===== src/dbt_pkg.sv =====
// Behaviour
// RQ1: Dual-byte mode runs low and high byte counters independently, both counting down.
// RQ2: Dual-byte mode supports only single-slope PWM via the waveform mode field.
// RQ3: High byte counter has its own underflow flag; low byte flags act as normal.
// RQ4: High byte compare matches set no flag and raise no interrupt.
// RQ5: Event inputs are ignored in dual-byte mode.
// RQ6: Buffered period and compare registers have no effect in dual-byte mode.
// RQ7: All registers are single-byte accessible in dual-byte mode, no temp pairing.
// RQ8: Mode switch changes register meaning but keeps stored values.
// RQ9: Software sets dual-byte select, writes periods, then enables the timer.
// RQ10: One-cycle event on wrap in normal mode, low underflow in dual-byte mode.
// RQ11: One-cycle event on high byte underflow, only in dual-byte mode.
// RQ12: One-cycle compare event per channel: 16-bit match normal, low byte match dual.
// RQ13: Each event fires exactly when its interrupt flag is set.
// RQ14: Event input counts on rising edge, any edge, high level, or sets direction.
// RQ15: Event source toggles slower than counting rate for level actions.
// RQ16: Event action comes from action field, used only while count-on-event enabled.
// RQ17: Normal mode sets the wrap flag at top or bottom.
// RQ18: Normal mode sets compare flag n when counter equals compare n.
// RQ19: Dual-byte mode sets low and high underflow flags at each counter bottom.
// RQ20: Dual-byte mode sets compare flag n on low counter equal low compare byte.
// RQ21: Interrupt request is high while flag and enable are both set.
// RQ22: Timer keeps running in idle sleep.
// RQ23: Dual-byte waveform outputs go low at bottom and high on match.
// RQ24: Hard reset command restores all registers, accepted only while disabled.
// RQ25: Writing one to a flag bit clears it; writing zero leaves it.
package dbt_pkg;
    // ==========================================================
    // Register offsets (word index = byte offset / 4 not needed: offsets are byte indexes).
    localparam logic [5:0] OFS_MAIN_CTRL  = 6'h00;
    localparam logic [5:0] OFS_WAVE_CTRL  = 6'h01;
    localparam logic [5:0] OFS_MODE_CTRL  = 6'h03;
    localparam logic [5:0] OFS_CMD_CLR    = 6'h04;
    localparam logic [5:0] OFS_CMD_SET    = 6'h05;
    localparam logic [5:0] OFS_EVT_CTRL   = 6'h09;
    localparam logic [5:0] OFS_IRQ_EN     = 6'h0A;
    localparam logic [5:0] OFS_IRQ_FLAG   = 6'h0B;
    localparam logic [5:0] OFS_TEMP       = 6'h0F;
    localparam logic [5:0] OFS_CNT_LO     = 6'h20;
    localparam logic [5:0] OFS_CNT_HI     = 6'h21;
    localparam logic [5:0] OFS_PER_LO     = 6'h26;
    localparam logic [5:0] OFS_PER_HI     = 6'h27;
    localparam logic [5:0] OFS_CMP_BASE   = 6'h28;
    localparam logic [5:0] OFS_PBUF_LO    = 6'h36;
    localparam logic [5:0] OFS_PBUF_HI    = 6'h3D;
    localparam logic [5:0] OFS_BV_CLR     = 6'h06;
    localparam logic [5:0] OFS_BV_SET     = 6'h07;
    // ==========================================================
    // Field positions and values.
    localparam int        BIT_ENABLE     = 0;
    localparam int        BIT_DUAL       = 0;
    localparam int        BIT_CNT_ON_EVT = 0;
    localparam int        BIT_DIR        = 0;
    localparam int        BIT_WRAP       = 0;
    localparam int        BIT_HI_UNF     = 1;
    localparam int        BIT_CMP_ZERO   = 4;
    localparam logic [2:0] WG_ONE_SLOPE  = 3'h3;
    localparam logic [1:0] CMD_HARD_RST  = 2'h3;
    localparam logic [7:0] RST_VAL       = 8'h00;
    localparam logic [15:0] PER_RST_VAL  = 16'hFFFF;
    localparam int        SYNC_STAGES    = 3;
    // ==========================================================
    // Event action codes.
    typedef enum logic [2:0] {
        EVA_RISE  = 3'h0,
        EVA_ANY   = 3'h1,
        EVA_HIGH  = 3'h2,
        EVA_DIR   = 3'h3
    } dbt_evt_action_t;
    // Avalon-MM slave request carrier.
    typedef struct packed {
        logic       read;
        logic       write;
        logic [5:0] address;
        logic [7:0] writedata;
    } dbt_bus_req_t;
    // Event outputs: wrap or low underflow, high underflow, three compare matches.
    typedef struct packed {
        logic       wrap_or_low_underflow_event;
        logic       high_byte_underflow;
        logic [2:0] compare_match;
    } dbt_events_t;
endpackage


===== src/dbt_timer.sv =====
`timescale 1ns/1ps
`default_nettype none
module dbt_timer
    import dbt_pkg::*;
#(
    parameter int NCH = 3
) (
    input  wire logic         ref_clk,
    input  wire logic         rst_n,
    input  wire dbt_bus_req_t avs_req,
    output logic [7:0]        avs_readdata,
    output logic              avs_waitrequest,
    input  wire logic         evt_in,
    output dbt_events_t       evt_out,
    output logic              irq,
    output logic [2*NCH-1:0]  wave_out
);
    // ==========================================================
    // Registers.
    logic [7:0]        main_control_reg;
    logic [7:0]        wave_ctrl_reg;
    logic [7:0]        mode_control_reg;
    logic [7:0]        evt_ctrl_reg;
    logic [7:0]        irq_enable_reg;
    logic [7:0]        irq_flag_reg;
    logic [7:0]        dir_reg;
    logic [7:0]        temp_reg;
    logic [15:0]       cnt_reg;
    logic [15:0]       per_reg;
    logic [15:0]       cmp_reg [NCH];
    logic [7:0]        pbuf_reg [8];
    logic [3:0]        bv_reg;
    logic [9:0]        presc_reg;
    logic [2*NCH-1:0]  wave_reg;
    logic [SYNC_STAGES-1:0] sync_reg;
    logic              ack_reg;
    dbt_events_t       evt_reg;

    logic        dual;
    logic        enabled;
    logic        tick;
    logic        step;
    logic        down;
    logic        wr;
    logic        rd;
    logic [5:0]  a;
    logic [7:0]  wd;
    logic        hard_rst;
    logic        ev_rise;
    logic        ev_fall;
    logic        ev_lvl;
    logic        lo_unf;
    logic        hi_unf;
    logic        wrap_hit;
    logic [2:0]  cmp_hit;
    logic [7:0]  flag_set;
    logic [2:0]  dbt_clk_sel;
    logic [9:0]  presc_mask;

    assign a       = avs_req.address;
    assign wd      = avs_req.writedata;
    assign dual    = mode_control_reg[BIT_DUAL];
    assign enabled = main_control_reg[BIT_ENABLE];
    assign dbt_clk_sel = main_control_reg[3:1];

    // Bus answers in the cycle after the request is seen; writes happen on that acknowledge edge.
    assign avs_waitrequest = (avs_req.read | avs_req.write) & ~ack_reg;
    assign wr = avs_req.write & ack_reg;
    assign rd = avs_req.read & ack_reg;
    assign hard_rst = wr && a == OFS_CMD_SET && wd[3:2] == CMD_HARD_RST && !enabled; // RQ24

    always_ff @(posedge ref_clk or negedge rst_n) begin
        if (!rst_n) begin
            ack_reg <= 1'b0;
        end else begin
            ack_reg <= (avs_req.read | avs_req.write) & ~ack_reg;
        end
    end

    // ==========================================================
    // Event input synchroniser; edges seen once stages two and three agree.
    always_ff @(posedge ref_clk or negedge rst_n) begin
        if (!rst_n) begin
            sync_reg <= '0;
        end else begin
            sync_reg <= {sync_reg[SYNC_STAGES-2:0], evt_in};
        end
    end
    assign ev_lvl  = sync_reg[1] & sync_reg[2];
    logic ev_prev_reg;
    always_ff @(posedge ref_clk or negedge rst_n) begin
        if (!rst_n) begin
            ev_prev_reg <= 1'b0;
        end else if (sync_reg[1] == sync_reg[2]) begin
            ev_prev_reg <= sync_reg[2];
        end
    end
    assign ev_rise = (sync_reg[1] == sync_reg[2]) &  sync_reg[2] & ~ev_prev_reg;
    assign ev_fall = (sync_reg[1] == sync_reg[2]) & ~sync_reg[2] &  ev_prev_reg;

    // ==========================================================
    // Prescaler; keeps running in idle sleep since only the enable bit gates it.
    always_comb begin
        unique case (dbt_clk_sel)
            3'h0: presc_mask = 10'h000;
            3'h1: presc_mask = 10'h001;
            3'h2: presc_mask = 10'h003;
            3'h3: presc_mask = 10'h007;
            3'h4: presc_mask = 10'h00F;
            3'h5: presc_mask = 10'h03F;
            3'h6: presc_mask = 10'h0FF;
            3'h7: presc_mask = 10'h3FF;
        endcase
    end
    always_ff @(posedge ref_clk or negedge rst_n) begin
        if (!rst_n) begin
            presc_reg <= '0;
        end else if (!enabled) begin
            presc_reg <= '0;
        end else begin
            presc_reg <= presc_reg + 10'h001; // RQ22
        end
    end
    assign tick = enabled && ((presc_reg & presc_mask) == presc_mask);

    // Counting step: event actions apply only in normal mode with count-on-event enabled.
    always_comb begin
        step = tick;
        down = dir_reg[BIT_DIR];
        if (!dual && evt_ctrl_reg[BIT_CNT_ON_EVT]) begin // RQ5 RQ16
            unique case (evt_ctrl_reg[3:1])
                EVA_RISE: step = enabled && ev_rise; // RQ14
                EVA_ANY:  step = enabled && (ev_rise || ev_fall);
                EVA_HIGH: step = tick && ev_lvl;
                EVA_DIR:  down = ev_lvl;
                default:  step = tick;
            endcase
        end
    end

    // ==========================================================
    // Match and wrap conditions; each also drives its event output.
    assign lo_unf   = dual && step && cnt_reg[7:0] == 8'h00; // RQ19
    assign hi_unf   = dual && step && cnt_reg[15:8] == 8'h00; // RQ3 RQ11
    assign wrap_hit = !dual && step && (down ? cnt_reg == 16'h0000 : cnt_reg == per_reg); // RQ17
    always_comb begin
        for (int i = 0; i < NCH; i++) begin
            cmp_hit[i] = dual ? (step && cnt_reg[7:0] == cmp_reg[i][7:0]) // RQ20 RQ4
                              : (step && cnt_reg == cmp_reg[i]); // RQ18
        end
    end
    always_comb begin
        flag_set = 8'h00;
        flag_set[BIT_WRAP] = wrap_hit | lo_unf;
        flag_set[BIT_HI_UNF] = hi_unf;
        flag_set[BIT_CMP_ZERO +: 3] = cmp_hit;
    end

    // Event pulses are one cycle, registered from the same condition as the flags.
    always_ff @(posedge ref_clk or negedge rst_n) begin
        if (!rst_n) begin
            evt_reg <= '0;
        end else begin
            evt_reg.wrap_or_low_underflow_event <= wrap_hit | lo_unf; // RQ10 RQ13
            evt_reg.high_byte_underflow         <= hi_unf; // RQ11
            evt_reg.compare_match               <= cmp_hit; // RQ12
        end
    end
    assign evt_out = evt_reg;

    // ==========================================================
    // Counter: one 16-bit counter normally, two independent down counters in dual mode.
    always_ff @(posedge ref_clk or negedge rst_n) begin
        if (!rst_n) begin
            cnt_reg <= 16'h0000;
        end else if (hard_rst) begin
            cnt_reg <= 16'h0000;
        end else if (wr && a == OFS_CNT_LO) begin
            cnt_reg[7:0] <= wd; // RQ7
        end else if (wr && a == OFS_CNT_HI) begin
            if (dual) cnt_reg[15:8] <= wd;
            else      cnt_reg       <= {wd, temp_reg};
        end else if (step && dual) begin
            cnt_reg[7:0]  <= lo_unf ? per_reg[7:0]  : cnt_reg[7:0]  - 8'h01; // RQ1
            cnt_reg[15:8] <= hi_unf ? per_reg[15:8] : cnt_reg[15:8] - 8'h01;
        end else if (step) begin
            if (down) cnt_reg <= (cnt_reg == 16'h0000) ? per_reg : cnt_reg - 16'h0001;
            else      cnt_reg <= (cnt_reg >= per_reg) ? 16'h0000 : cnt_reg + 16'h0001;
        end
    end

    // Waveform outputs: low at bottom, high on match, one per byte channel.
    always_ff @(posedge ref_clk or negedge rst_n) begin
        if (!rst_n) begin
            wave_reg <= '0;
        end else if (hard_rst) begin
            wave_reg <= '0;
        end else if (dual && wave_ctrl_reg[2:0] == WG_ONE_SLOPE && step) begin // RQ2
            for (int i = 0; i < NCH; i++) begin
                if (cnt_reg[7:0] == cmp_reg[i][7:0])        wave_reg[i] <= 1'b1; // RQ23
                else if (cnt_reg[7:0] == 8'h00)             wave_reg[i] <= 1'b0;
                if (cnt_reg[15:8] == cmp_reg[i][15:8])      wave_reg[NCH+i] <= 1'b1;
                else if (cnt_reg[15:8] == 8'h00)            wave_reg[NCH+i] <= 1'b0;
            end
        end
    end
    assign wave_out = wave_reg;

    // ==========================================================
    // Control registers; values survive a mode switch, only reset and hard reset clear them.
    always_ff @(posedge ref_clk or negedge rst_n) begin
        if (!rst_n) begin
            main_control_reg <= RST_VAL;
            wave_ctrl_reg    <= RST_VAL;
            mode_control_reg <= RST_VAL;
            evt_ctrl_reg     <= RST_VAL;
            irq_enable_reg   <= RST_VAL;
            dir_reg          <= RST_VAL;
        end else if (hard_rst) begin // RQ24
            main_control_reg <= RST_VAL;
            wave_ctrl_reg    <= RST_VAL;
            mode_control_reg <= RST_VAL;
            evt_ctrl_reg     <= RST_VAL;
            irq_enable_reg   <= RST_VAL;
            dir_reg          <= RST_VAL;
        end else if (wr) begin
            if (a == OFS_MAIN_CTRL) main_control_reg <= {4'h0, wd[3:0]};
            if (a == OFS_WAVE_CTRL) wave_ctrl_reg    <= {1'b0, wd[6:0]};
            if (a == OFS_MODE_CTRL) mode_control_reg <= {7'h00, wd[0]}; // RQ8 RQ9
            if (a == OFS_EVT_CTRL)  evt_ctrl_reg     <= {4'h0, wd[3:0]};
            if (a == OFS_IRQ_EN)    irq_enable_reg   <= {1'b0, wd[6:4], 2'b00, wd[1:0]};
            if (a == OFS_CMD_SET && wd[BIT_DIR]) dir_reg[BIT_DIR] <= 1'b1;
            if (a == OFS_CMD_CLR && wd[BIT_DIR]) dir_reg[BIT_DIR] <= 1'b0;
        end
    end

    // Period, compare, buffer and temp registers; buffers are stored but never used.
    always_ff @(posedge ref_clk or negedge rst_n) begin
        if (!rst_n) begin
            per_reg  <= PER_RST_VAL;
            temp_reg <= RST_VAL;
            bv_reg   <= 4'h0;
            for (int i = 0; i < NCH; i++) cmp_reg[i] <= 16'h0000;
            for (int i = 0; i < 8; i++)   pbuf_reg[i] <= RST_VAL;
        end else if (hard_rst) begin
            per_reg  <= PER_RST_VAL;
            temp_reg <= RST_VAL;
            bv_reg   <= 4'h0;
            for (int i = 0; i < NCH; i++) cmp_reg[i] <= 16'h0000;
            for (int i = 0; i < 8; i++)   pbuf_reg[i] <= RST_VAL;
        end else if (wr) begin
            if (!dual && (a == OFS_PER_LO || a == OFS_CNT_LO || (a >= OFS_CMP_BASE && !a[0])))
                temp_reg <= wd; // RQ7
            if (a == OFS_PER_LO) per_reg[7:0] <= wd;
            if (a == OFS_PER_HI) begin
                if (dual) per_reg[15:8] <= wd;
                else      per_reg       <= {wd, temp_reg};
            end
            for (int i = 0; i < NCH; i++) begin
                if (a == OFS_CMP_BASE + 6'(2*i)) cmp_reg[i][7:0] <= wd;
                if (a == OFS_CMP_BASE + 6'(2*i+1)) begin
                    if (dual) cmp_reg[i][15:8] <= wd;
                    else      cmp_reg[i]       <= {wd, temp_reg};
                end
            end
            if (a >= OFS_PBUF_LO && a <= OFS_PBUF_HI) pbuf_reg[3'(a - OFS_PBUF_LO)] <= wd; // RQ6
            if (a == OFS_BV_SET) bv_reg <= bv_reg | wd[3:0];
            if (a == OFS_BV_CLR) bv_reg <= bv_reg & ~wd[3:0];
        end
    end

    // Interrupt flags: hardware set wins over a write-one-to-clear in the same cycle.
    always_ff @(posedge ref_clk or negedge rst_n) begin
        if (!rst_n) begin
            irq_flag_reg <= RST_VAL;
        end else if (hard_rst) begin
            irq_flag_reg <= RST_VAL;
        end else begin
            irq_flag_reg <= ((wr && a == OFS_IRQ_FLAG) ? (irq_flag_reg & ~wd) : irq_flag_reg) // RQ25
                            | flag_set; // RQ21
        end
    end
    assign irq = |(irq_flag_reg & irq_enable_reg); // RQ21

    // ==========================================================
    // Read data, registered at the edge the request is first seen, one edge before acknowledge; unmapped reads give zero.
    always_ff @(posedge ref_clk or negedge rst_n) begin
        if (!rst_n) begin
            avs_readdata <= 8'h00;
        end else if (avs_req.read && !ack_reg) begin
            avs_readdata <= 8'h00;
            unique case (a)
                OFS_MAIN_CTRL: avs_readdata <= main_control_reg;
                OFS_WAVE_CTRL: avs_readdata <= wave_ctrl_reg;
                OFS_MODE_CTRL: avs_readdata <= mode_control_reg;
                OFS_CMD_CLR, OFS_CMD_SET: avs_readdata <= dir_reg;
                OFS_BV_CLR, OFS_BV_SET:   avs_readdata <= {4'h0, bv_reg};
                OFS_EVT_CTRL:  avs_readdata <= evt_ctrl_reg;
                OFS_IRQ_EN:    avs_readdata <= irq_enable_reg;
                OFS_IRQ_FLAG:  avs_readdata <= irq_flag_reg;
                OFS_TEMP:      avs_readdata <= temp_reg;
                OFS_CNT_LO:    avs_readdata <= cnt_reg[7:0];
                OFS_CNT_HI:    avs_readdata <= cnt_reg[15:8];
                OFS_PER_LO:    avs_readdata <= per_reg[7:0];
                OFS_PER_HI:    avs_readdata <= per_reg[15:8];
                OFS_CMP_BASE:        avs_readdata <= cmp_reg[0][7:0];
                OFS_CMP_BASE + 6'h1: avs_readdata <= cmp_reg[0][15:8];
                OFS_CMP_BASE + 6'h2: avs_readdata <= cmp_reg[1][7:0];
                OFS_CMP_BASE + 6'h3: avs_readdata <= cmp_reg[1][15:8];
                OFS_CMP_BASE + 6'h4: avs_readdata <= cmp_reg[2][7:0];
                OFS_CMP_BASE + 6'h5: avs_readdata <= cmp_reg[2][15:8];
                default:       avs_readdata <= 8'h00;
            endcase
        end
    end
endmodule
`default_nettype wire


===== config.mk =====
export PLATFORM = sky130hd
export DESIGN_NAME = dbt_timer
export DESIGN_NICKNAME = d
export VERILOG_FILES = /design/src/dbt_pkg.sv /design/src/dbt_timer.sv
export SDC_FILE = /design/constraint.sdc
export NUM_CORES = 1
export LEC_CHECK = 0
export ABC_AREA = 1
export BUFFER_PORTS_ARGS = -buffer_cell sky130_fd_sc_hd__buf_4
export CELL_PAD_IN_SITES_DETAIL_PLACEMENT = 1
export CELL_PAD_IN_SITES_GLOBAL_PLACEMENT = 1
export CORE_MARGIN = 5
export CORE_UTILIZATION = 40
export CTS_CLUSTER_SIZE = 20
export DETAILED_ROUTE_END_ITERATION = 6
export PLACE_DENSITY = 0.77
export REMOVE_ABC_BUFFERS = 1
export SYNTH_ARGS = -nofsm -noshare
export SYNTH_HDL_FRONTEND = slang
export SYNTH_SLANG_ARGS = --single-unit

===== constraint.sdc =====
create_clock -name ref_clk -period 2.3 [get_ports ref_clk]
set_clock_uncertainty 0.15 [all_clocks]
set_input_delay 0.115 -clock ref_clk [delete_from_list [all_inputs] [get_ports ref_clk]]
set_output_delay 0.115 -clock ref_clk [all_outputs]
set_load 0.005 [all_outputs]

==> results of run 1 <==
## kinds of logic (layout without fill, tap and decap cells)
family,Yosys count,in the layout,share of synthesized area [%]
buffers and inverters,247,418,9.73
xor gates and xnor gates,41,41,3.33
and+or+nand+nor,689,689,28.0
DFF,156,156,36.4
adders and majority gates,23,23,2.67
AOI/OAI and AO/OA,376,376,19.9
## layout make-up
class	count	area (sq um)
well taps	341	427
clock buffers	18	439
inverters	194	746
flip-flops and latches	156	3930
clock inverters	14	144
multi-input cells	1129	6300
repair buffers	192	1620
fillers	3381	13100
## cell usage in the layout, fill, tap and decap left out, types with 57 or more instances in the layout
master / n
nand2_1: 393
o21ai_0: 87
a21oi_1: 81
nor2_1: 80
nand3_1: 78
dfrtp_1: 138
buf_4: 151
inv_2: 57
inv_1: 131
o21ai_1: 86
## timing repair
| action | 4_1_cts | 5_1_grt |
|---|---|---|
| gates resized for setup | 57 | 89 |
| buffers inserted | 1 | 11 |
| hold endpoints to repair | 137 | 0 |
| hold buffers | 17 | 0 |
| cloned | 0 | 0 |
| setup endpoints to repair | 19 | 40 |
| pin swaps | 27 | 40 |
## worst max-delay path, delay by kind of cell (launching register included)
kind | cells | cell delay (ns)
adders and majority gates | 1 | 0.28
AOI/OAI and AO/OA | 1 | 0.10
DFF | 1 | 0.55
and+or+nand+nor | 10 | 0.94
buffers and inverters | 4 | 0.32
## routing by layer
metal / track usage, % / up-vias
li1: - / 5430
met3: 5.46 / 189
met1: 41.0 / 6050
met2: 53.6 / 630
met4: 17.1 / 0
met5: 0 / -
## power breakdown
group / switching (mW) / leakage [nW] / internal, mW
combinational: 4.52 / 4.23 / 2.86
clock: 1.46 / 0.285 / 1.48
sequential: 0.628 / 1.97 / 3.34
## per-stage QoR
step                setup slack, ns  hold slack (ns)  power (mW)
floorplan                   0.00879           -0.331        7.28
global placement            -0.0865          -0.0293        9.88
detailed placement           -0.205          -0.0248        10.1
CTS                         0.00262           0.0210        13.4
global route                 -0.270           0.0458        15.0
finish                       -0.135           0.0286        14.3
## worst paths after layout
check                               end  slack (ns)  cells after the start
max in group asynchronous    per_reg[1]        1.13                      3
max reg2reg                  cnt_reg[8]       -0.14                     16
min                          dir_reg[0]        0.03                      5
max                          cnt_reg[8]       -0.14                     16
min reg2reg                 sync_reg[1]        0.24                      0
min in group asynchronous  presc_reg[4]        0.06                      2
==> metrics.yaml, run 1 <==
outcome:
  violations: "negative setup slack"
  outcome: "complete, but fails checks"
synth:
  async_flop_share_pct: 100
  ys_types: 52
  yosys.area.top_type: "dfrtp_1"
  synth_common_cells: "417 x nand2_1, 152 x inv_1, 140 x dfrtp_1"
  synthTopCellsByArea: "dfrtp_1 33%, nand2_1 15%, inv_1 5.3%"
  ys_warn_count: 0
  synth_enable_flop_cells: 0
  synth.most_common_cell: "nand2_1"
  synth-seq-cells: 156
  syn_avg_cell_area_sq_um: 7.03
  seq_area_frac_synth_pct: 36.4
  netlist_instances: 1532
  synth_top_cell_area_share_pct: 32.5
  ys.flop_type: "dfrtp_1"
  synth_area_sq_um: 10800
clock_network:
  clk_pin_slew_ns: 0.08
  cts_made_buffers: 17
  clk_latency_ns: 0.44
  cts_tree: "done"
  htreeDepth: 4
  cts_buffer_depth: 2
  cts_root_buf: "clkbuf_16"
  cts_sinks: 156
worst_setup_path:
  worst_path_largest_cell_delay_ns: 0.55
  cp_cell_sequence: "inv_2 > ha_4 > nand2_4 > nor2_4 > nand2_1 > inv_1 > nand2_1 > nand2_2 > inv_2 > nand3_4 > buf_8 > o21ai_0 > nand3_1 > nand3_1 > nand2_1 > nand2_1"
  critPathLaunchType: "flop"
  r2r-start: "per_reg[11]"
  crit_path_start: "per_reg[11]"
  critical_path_required_ns: 2.48
  worstSetupPathType: "reg2reg"
  cp_max_fo: 8
  crit_top_cell: "nand2_1"
  critPathArrivalTime_ns: 2.62
  crit_slowest_cell: "dfstp_2"
  crit_path_end_kind: "flop"
grt:
  grt_first_pass_wirelength_um: 75600
  grt_max_degree: 58
  grt_util_all_layers_pct: 32.5
  grt_antenna_before_repair: 0
  grt_pass1_vias: 12522
  grt_overflow: 0
cells_and_area:
  n_antenna_cell: 0
  nets: 1732
  layout.cells.non_filler: 2044
  area_growth_pct: 26.2
  post-route-cell-area_sq_um: 13600
  largest_reg_flops: 48
  drive_above_1_share_pct: 24.1
  final_util_pct: 50.9
sta:
  slew_viol_final: 0
  final-setup-viol-count: 16
  tightest_slew_ns: 0.752
  finalCritPeriodShare_pct: 106
  fmax_ghz: 0.411
  fin_tns_setup_ns: -1.12
  rsz0062_at_grt: "true"
  setup_slack_ns: -0.135
  min_period_ns: 2.44
  relSlewSlack_pct: 49.7
  hold_violations: 0
drt:
  top_layer: "met4"
  drcViolationCount: 0
  final_antenna_net_count: 0
  route.met3.wl_um: 4030
  wl_per_cell_um: 24.9
  dr.pass1.iters: 7
  dr_total_vias: 12299
  wl_met1_um: 19800
  drt_wl_total_um: 50900
  via_per_inst: 6.02
  route.met2.wl_um: 23800
  drtIter0Drc: 1029
hold_path:
  holdCritStartpoint: "avs_req[8]"
  min_path_type: "in2reg"
placed_design:
  place_congestion: 0.976
  numPortBuffers: 39
  dpl.hpwl_um: 37100
  dp_cells: 1984
  dpl_cell_area_sq_um: 12200
floorplanning:
  row_count: 60
  die_area_sq_um: 30300
  core_area_sq_um: 26700
  die_w_um: 174
  pin_count: 40
  die_h_um: 174
  start_util_pct: 40.3
power_and_ir_drop:
  ir_drop_mv: 0.460
  leakagePower_nw: 6.48
  power.density_nw_per_um2: 1050
run:
  drv_cap: 0
Note: power is estimated with default switching activity, not from simulation.
==> run 2, diff against run 1 <==
--- a/config.mk
+++ b/config.mk
@@ -14,7 +14,9 @@
 export CTS_CLUSTER_SIZE = 20
 export DETAILED_ROUTE_END_ITERATION = 6
 export PLACE_DENSITY = 0.77
+export RECOVER_POWER = 50
 export REMOVE_ABC_BUFFERS = 1
+export SLEW_MARGIN = 30
 export SYNTH_ARGS = -nofsm -noshare
 export SYNTH_HDL_FRONTEND = slang
 export SYNTH_SLANG_ARGS = --single-unit
==> metrics.yaml, run 2 (synthesized netlist as in run 1, its figures left out) <==
outcome:
  outcome: "complete, but fails checks"  # unchanged
  violations: "max-capacitance violations, max-slew violations, negative setup slack"  # was negative setup slack
placed_design:
  place_congestion: 0.976  # unchanged
  dpl.hpwl_um: 37100  # unchanged
  numPortBuffers: 39  # unchanged
  place_ws_ns: -0.205  # unchanged
  dpl_cell_area_sq_um: 12200  # unchanged
cells_and_area:
  area_growth_pct: 25.9  # was 26.2%
  largest_reg_flops: 48  # unchanged
  n_antenna_cell: 0  # unchanged
  post-route-cell-area_sq_um: 13600  # about the same
  drive_above_1_share_pct: 24.1  # about the same
  final_common_cell: "nand2_1"  # unchanged
  mostFrequentLayoutCells: "393 x nand2_1, 143 x buf_4, 138 x dfrtp_1"  # was 393 x nand2_1, 151 x buf_4, 138 x dfrtp_1
  nets: 1732  # unchanged
sta:
  tightest_slew_ns: 1.55  # was 0.752 ns
  slew_viol_final: 58  # was 0
  finalCritPeriodShare_pct: 107  # was 106%
  relSlewSlack_pct: -3.08  # was 49.7%
  hold_violations: 0  # unchanged
  fmax_ghz: 0.406  # was 0.411 GHz
  whs_ns: 0.0265  # was 0.0286 ns
  setup_slack_ns: -0.164  # was -0.135 ns
  rsz0062_at_grt: "true"  # unchanged
  min_period_ns: 2.46  # was 2.44 ns
  final-setup-viol-count: 16  # unchanged
grt:
  grt_max_degree: 58  # unchanged
  grt_first_pass_wirelength_um: 75600  # unchanged
  grt_overflow: 0  # unchanged
  grt_util_all_layers_pct: 32.5  # unchanged
  grt_pass1_vias: 12522  # unchanged
  grt_antenna_before_repair: 0  # unchanged
worst_setup_path:
  crit_path_start: "per_reg[11]"  # unchanged
  crit_path_end_kind: "flop"  # unchanged
  r2r-start: "per_reg[11]"  # unchanged
  critical_path_required_ns: 2.53  # was 2.48 ns
  critPathArrivalTime_ns: 2.70  # was 2.62 ns
  worstSetupPathType: "reg2reg"  # unchanged
  reg2reg_depth: 15  # was 16
  r2r-end: "cnt_reg[8]"  # unchanged
  rrSetupSlack_ns: -0.16  # was -0.14 ns
  cp_max_fo: 8  # unchanged
  critPathCapture: "cnt_reg[8]"  # unchanged
  critPathLaunchType: "flop"  # unchanged
drt:
  dr.pass1.iters: 5  # was 7
  drt_wl_total_um: 50800  # was 50,900 um
  final_antenna_net_count: 0  # unchanged
  drtIter0Drc: 1049  # was 1,029
  drcViolationCount: 0  # unchanged
  dr_total_vias: 12323  # about the same
  wl_per_cell_um: 24.8  # was 24.9 um
  via_per_inst: 6.03  # was 6.02
clock_network:
  cts_root_buf: "clkbuf_16"  # unchanged
  cts_tree: "done"  # unchanged
  clk_pin_slew_ns: 0.08  # about the same
  htreeDepth: 4  # unchanged
  clk_latency_ns: 0.44  # about the same
  cts_made_buffers: 17  # unchanged
  cts_sinks: 156  # unchanged
  cts_buffer_depth: 2  # unchanged
power_and_ir_drop:
  ir_drop_mv: 0.459  # was 0.460 mV
  power.density_nw_per_um2: 1050  # about the same
  power_mw: 14.3  # about the same
  leakagePower_nw: 6.47  # was 6.48 nW
hold_path:
  min_path_type: "in2reg"  # unchanged
floorplanning:
  row_count: 60  # unchanged
  die_h_um: 174  # unchanged
  start_util_pct: 40.3  # unchanged
  die_w_um: 174  # unchanged
  die_area_sq_um: 30300  # unchanged
  core_area_sq_um: 26700  # unchanged
  pin_count: 40  # unchanged
run:
  drv_cap: 1  # was 0
==> run 2: critical path: stages, from the launching register on <==
cell and delay [ns]:
dfstp_2 0.55, inv_2 0.05, ha_4 0.22, buf_4 0.14
a21oi_4 0.13, nand2_2 0.09, nand2_1 0.10, nand2_2 0.10
inv_2 0.09, nand3_4 0.09, buf_8 0.15, o21ai_0 0.21
nand3_1 0.13, nand3_1 0.09, nand2_1 0.06, nand2_1 0.05
==> run 2: how the worst min path moves through the flow <==
stage | start | end | slack, ns | depth (start not counted)
after detailed placement | rst_n | presc_reg[3] | -0.02 | 1
after floorplan | rst_n | ack_reg | -0.33 | 0
after global placement | rst_n | presc_reg[4] | -0.03 | 1
after global routing | avs_req[8] | dir_reg[0] | 0.05 | 5
after CTS | avs_req[13] | dir_reg[0] | 0.02 | 6
final | avs_req[13] | dir_reg[0] | 0.03 | 6
==> run 2: layer usage <==
metal	vias to the layer above	wire length, um	global-route usage [%]
met2	616	23800	53.6
li1	5411	-	-
met5	-	0	0
met1	6093	19700	41.0
met3	203	4030	5.46
met4	0	3250	17.1
==> run 2: cell type report <==
type                    instances  area (sq um)
clock buffers                  18           439
clock inverters                14           144
fillers                      3384         13200
inverters                     194           746
multi-input cells            1129          6300
flip-flops and latches        156          3930
well taps                     341           427
repair buffers                192          1590
==> run 2: power breakdown <==
group          leakage (nW)  internal, mW  total [mW]  switching [mW]
Clock                 0.285          1.48        2.94            1.46
Sequential             1.97          3.34        3.97           0.627
Combinational          4.22          2.85        7.37            4.52
Total                  6.47          7.67        14.3            6.61
==> run 2: what timing repair did <==
| action | in CTS | in global routing |
|---|---|---|
| cloned | 0 | 0 |
| hold endpoints to repair | 137 | 0 |
| buffers inserted | 1 | 11 |
| pin swaps | 27 | 40 |
| resized for setup | 57 | 89 |
| setup endpoints to repair | 19 | 40 |
| hold buffers | 17 | 0 |
==> run 2: metrics by stage <==
stage               setup TNS [ns]  std cells  util, %
finish                       -1.15       2044     50.8
detailed placement           -2.70       1984     45.5
floorplan                        0       1479        -
global placement             -1.09       1984     45.5
global route                 -3.24       2044     50.8
CTS                              0       2033     49.3
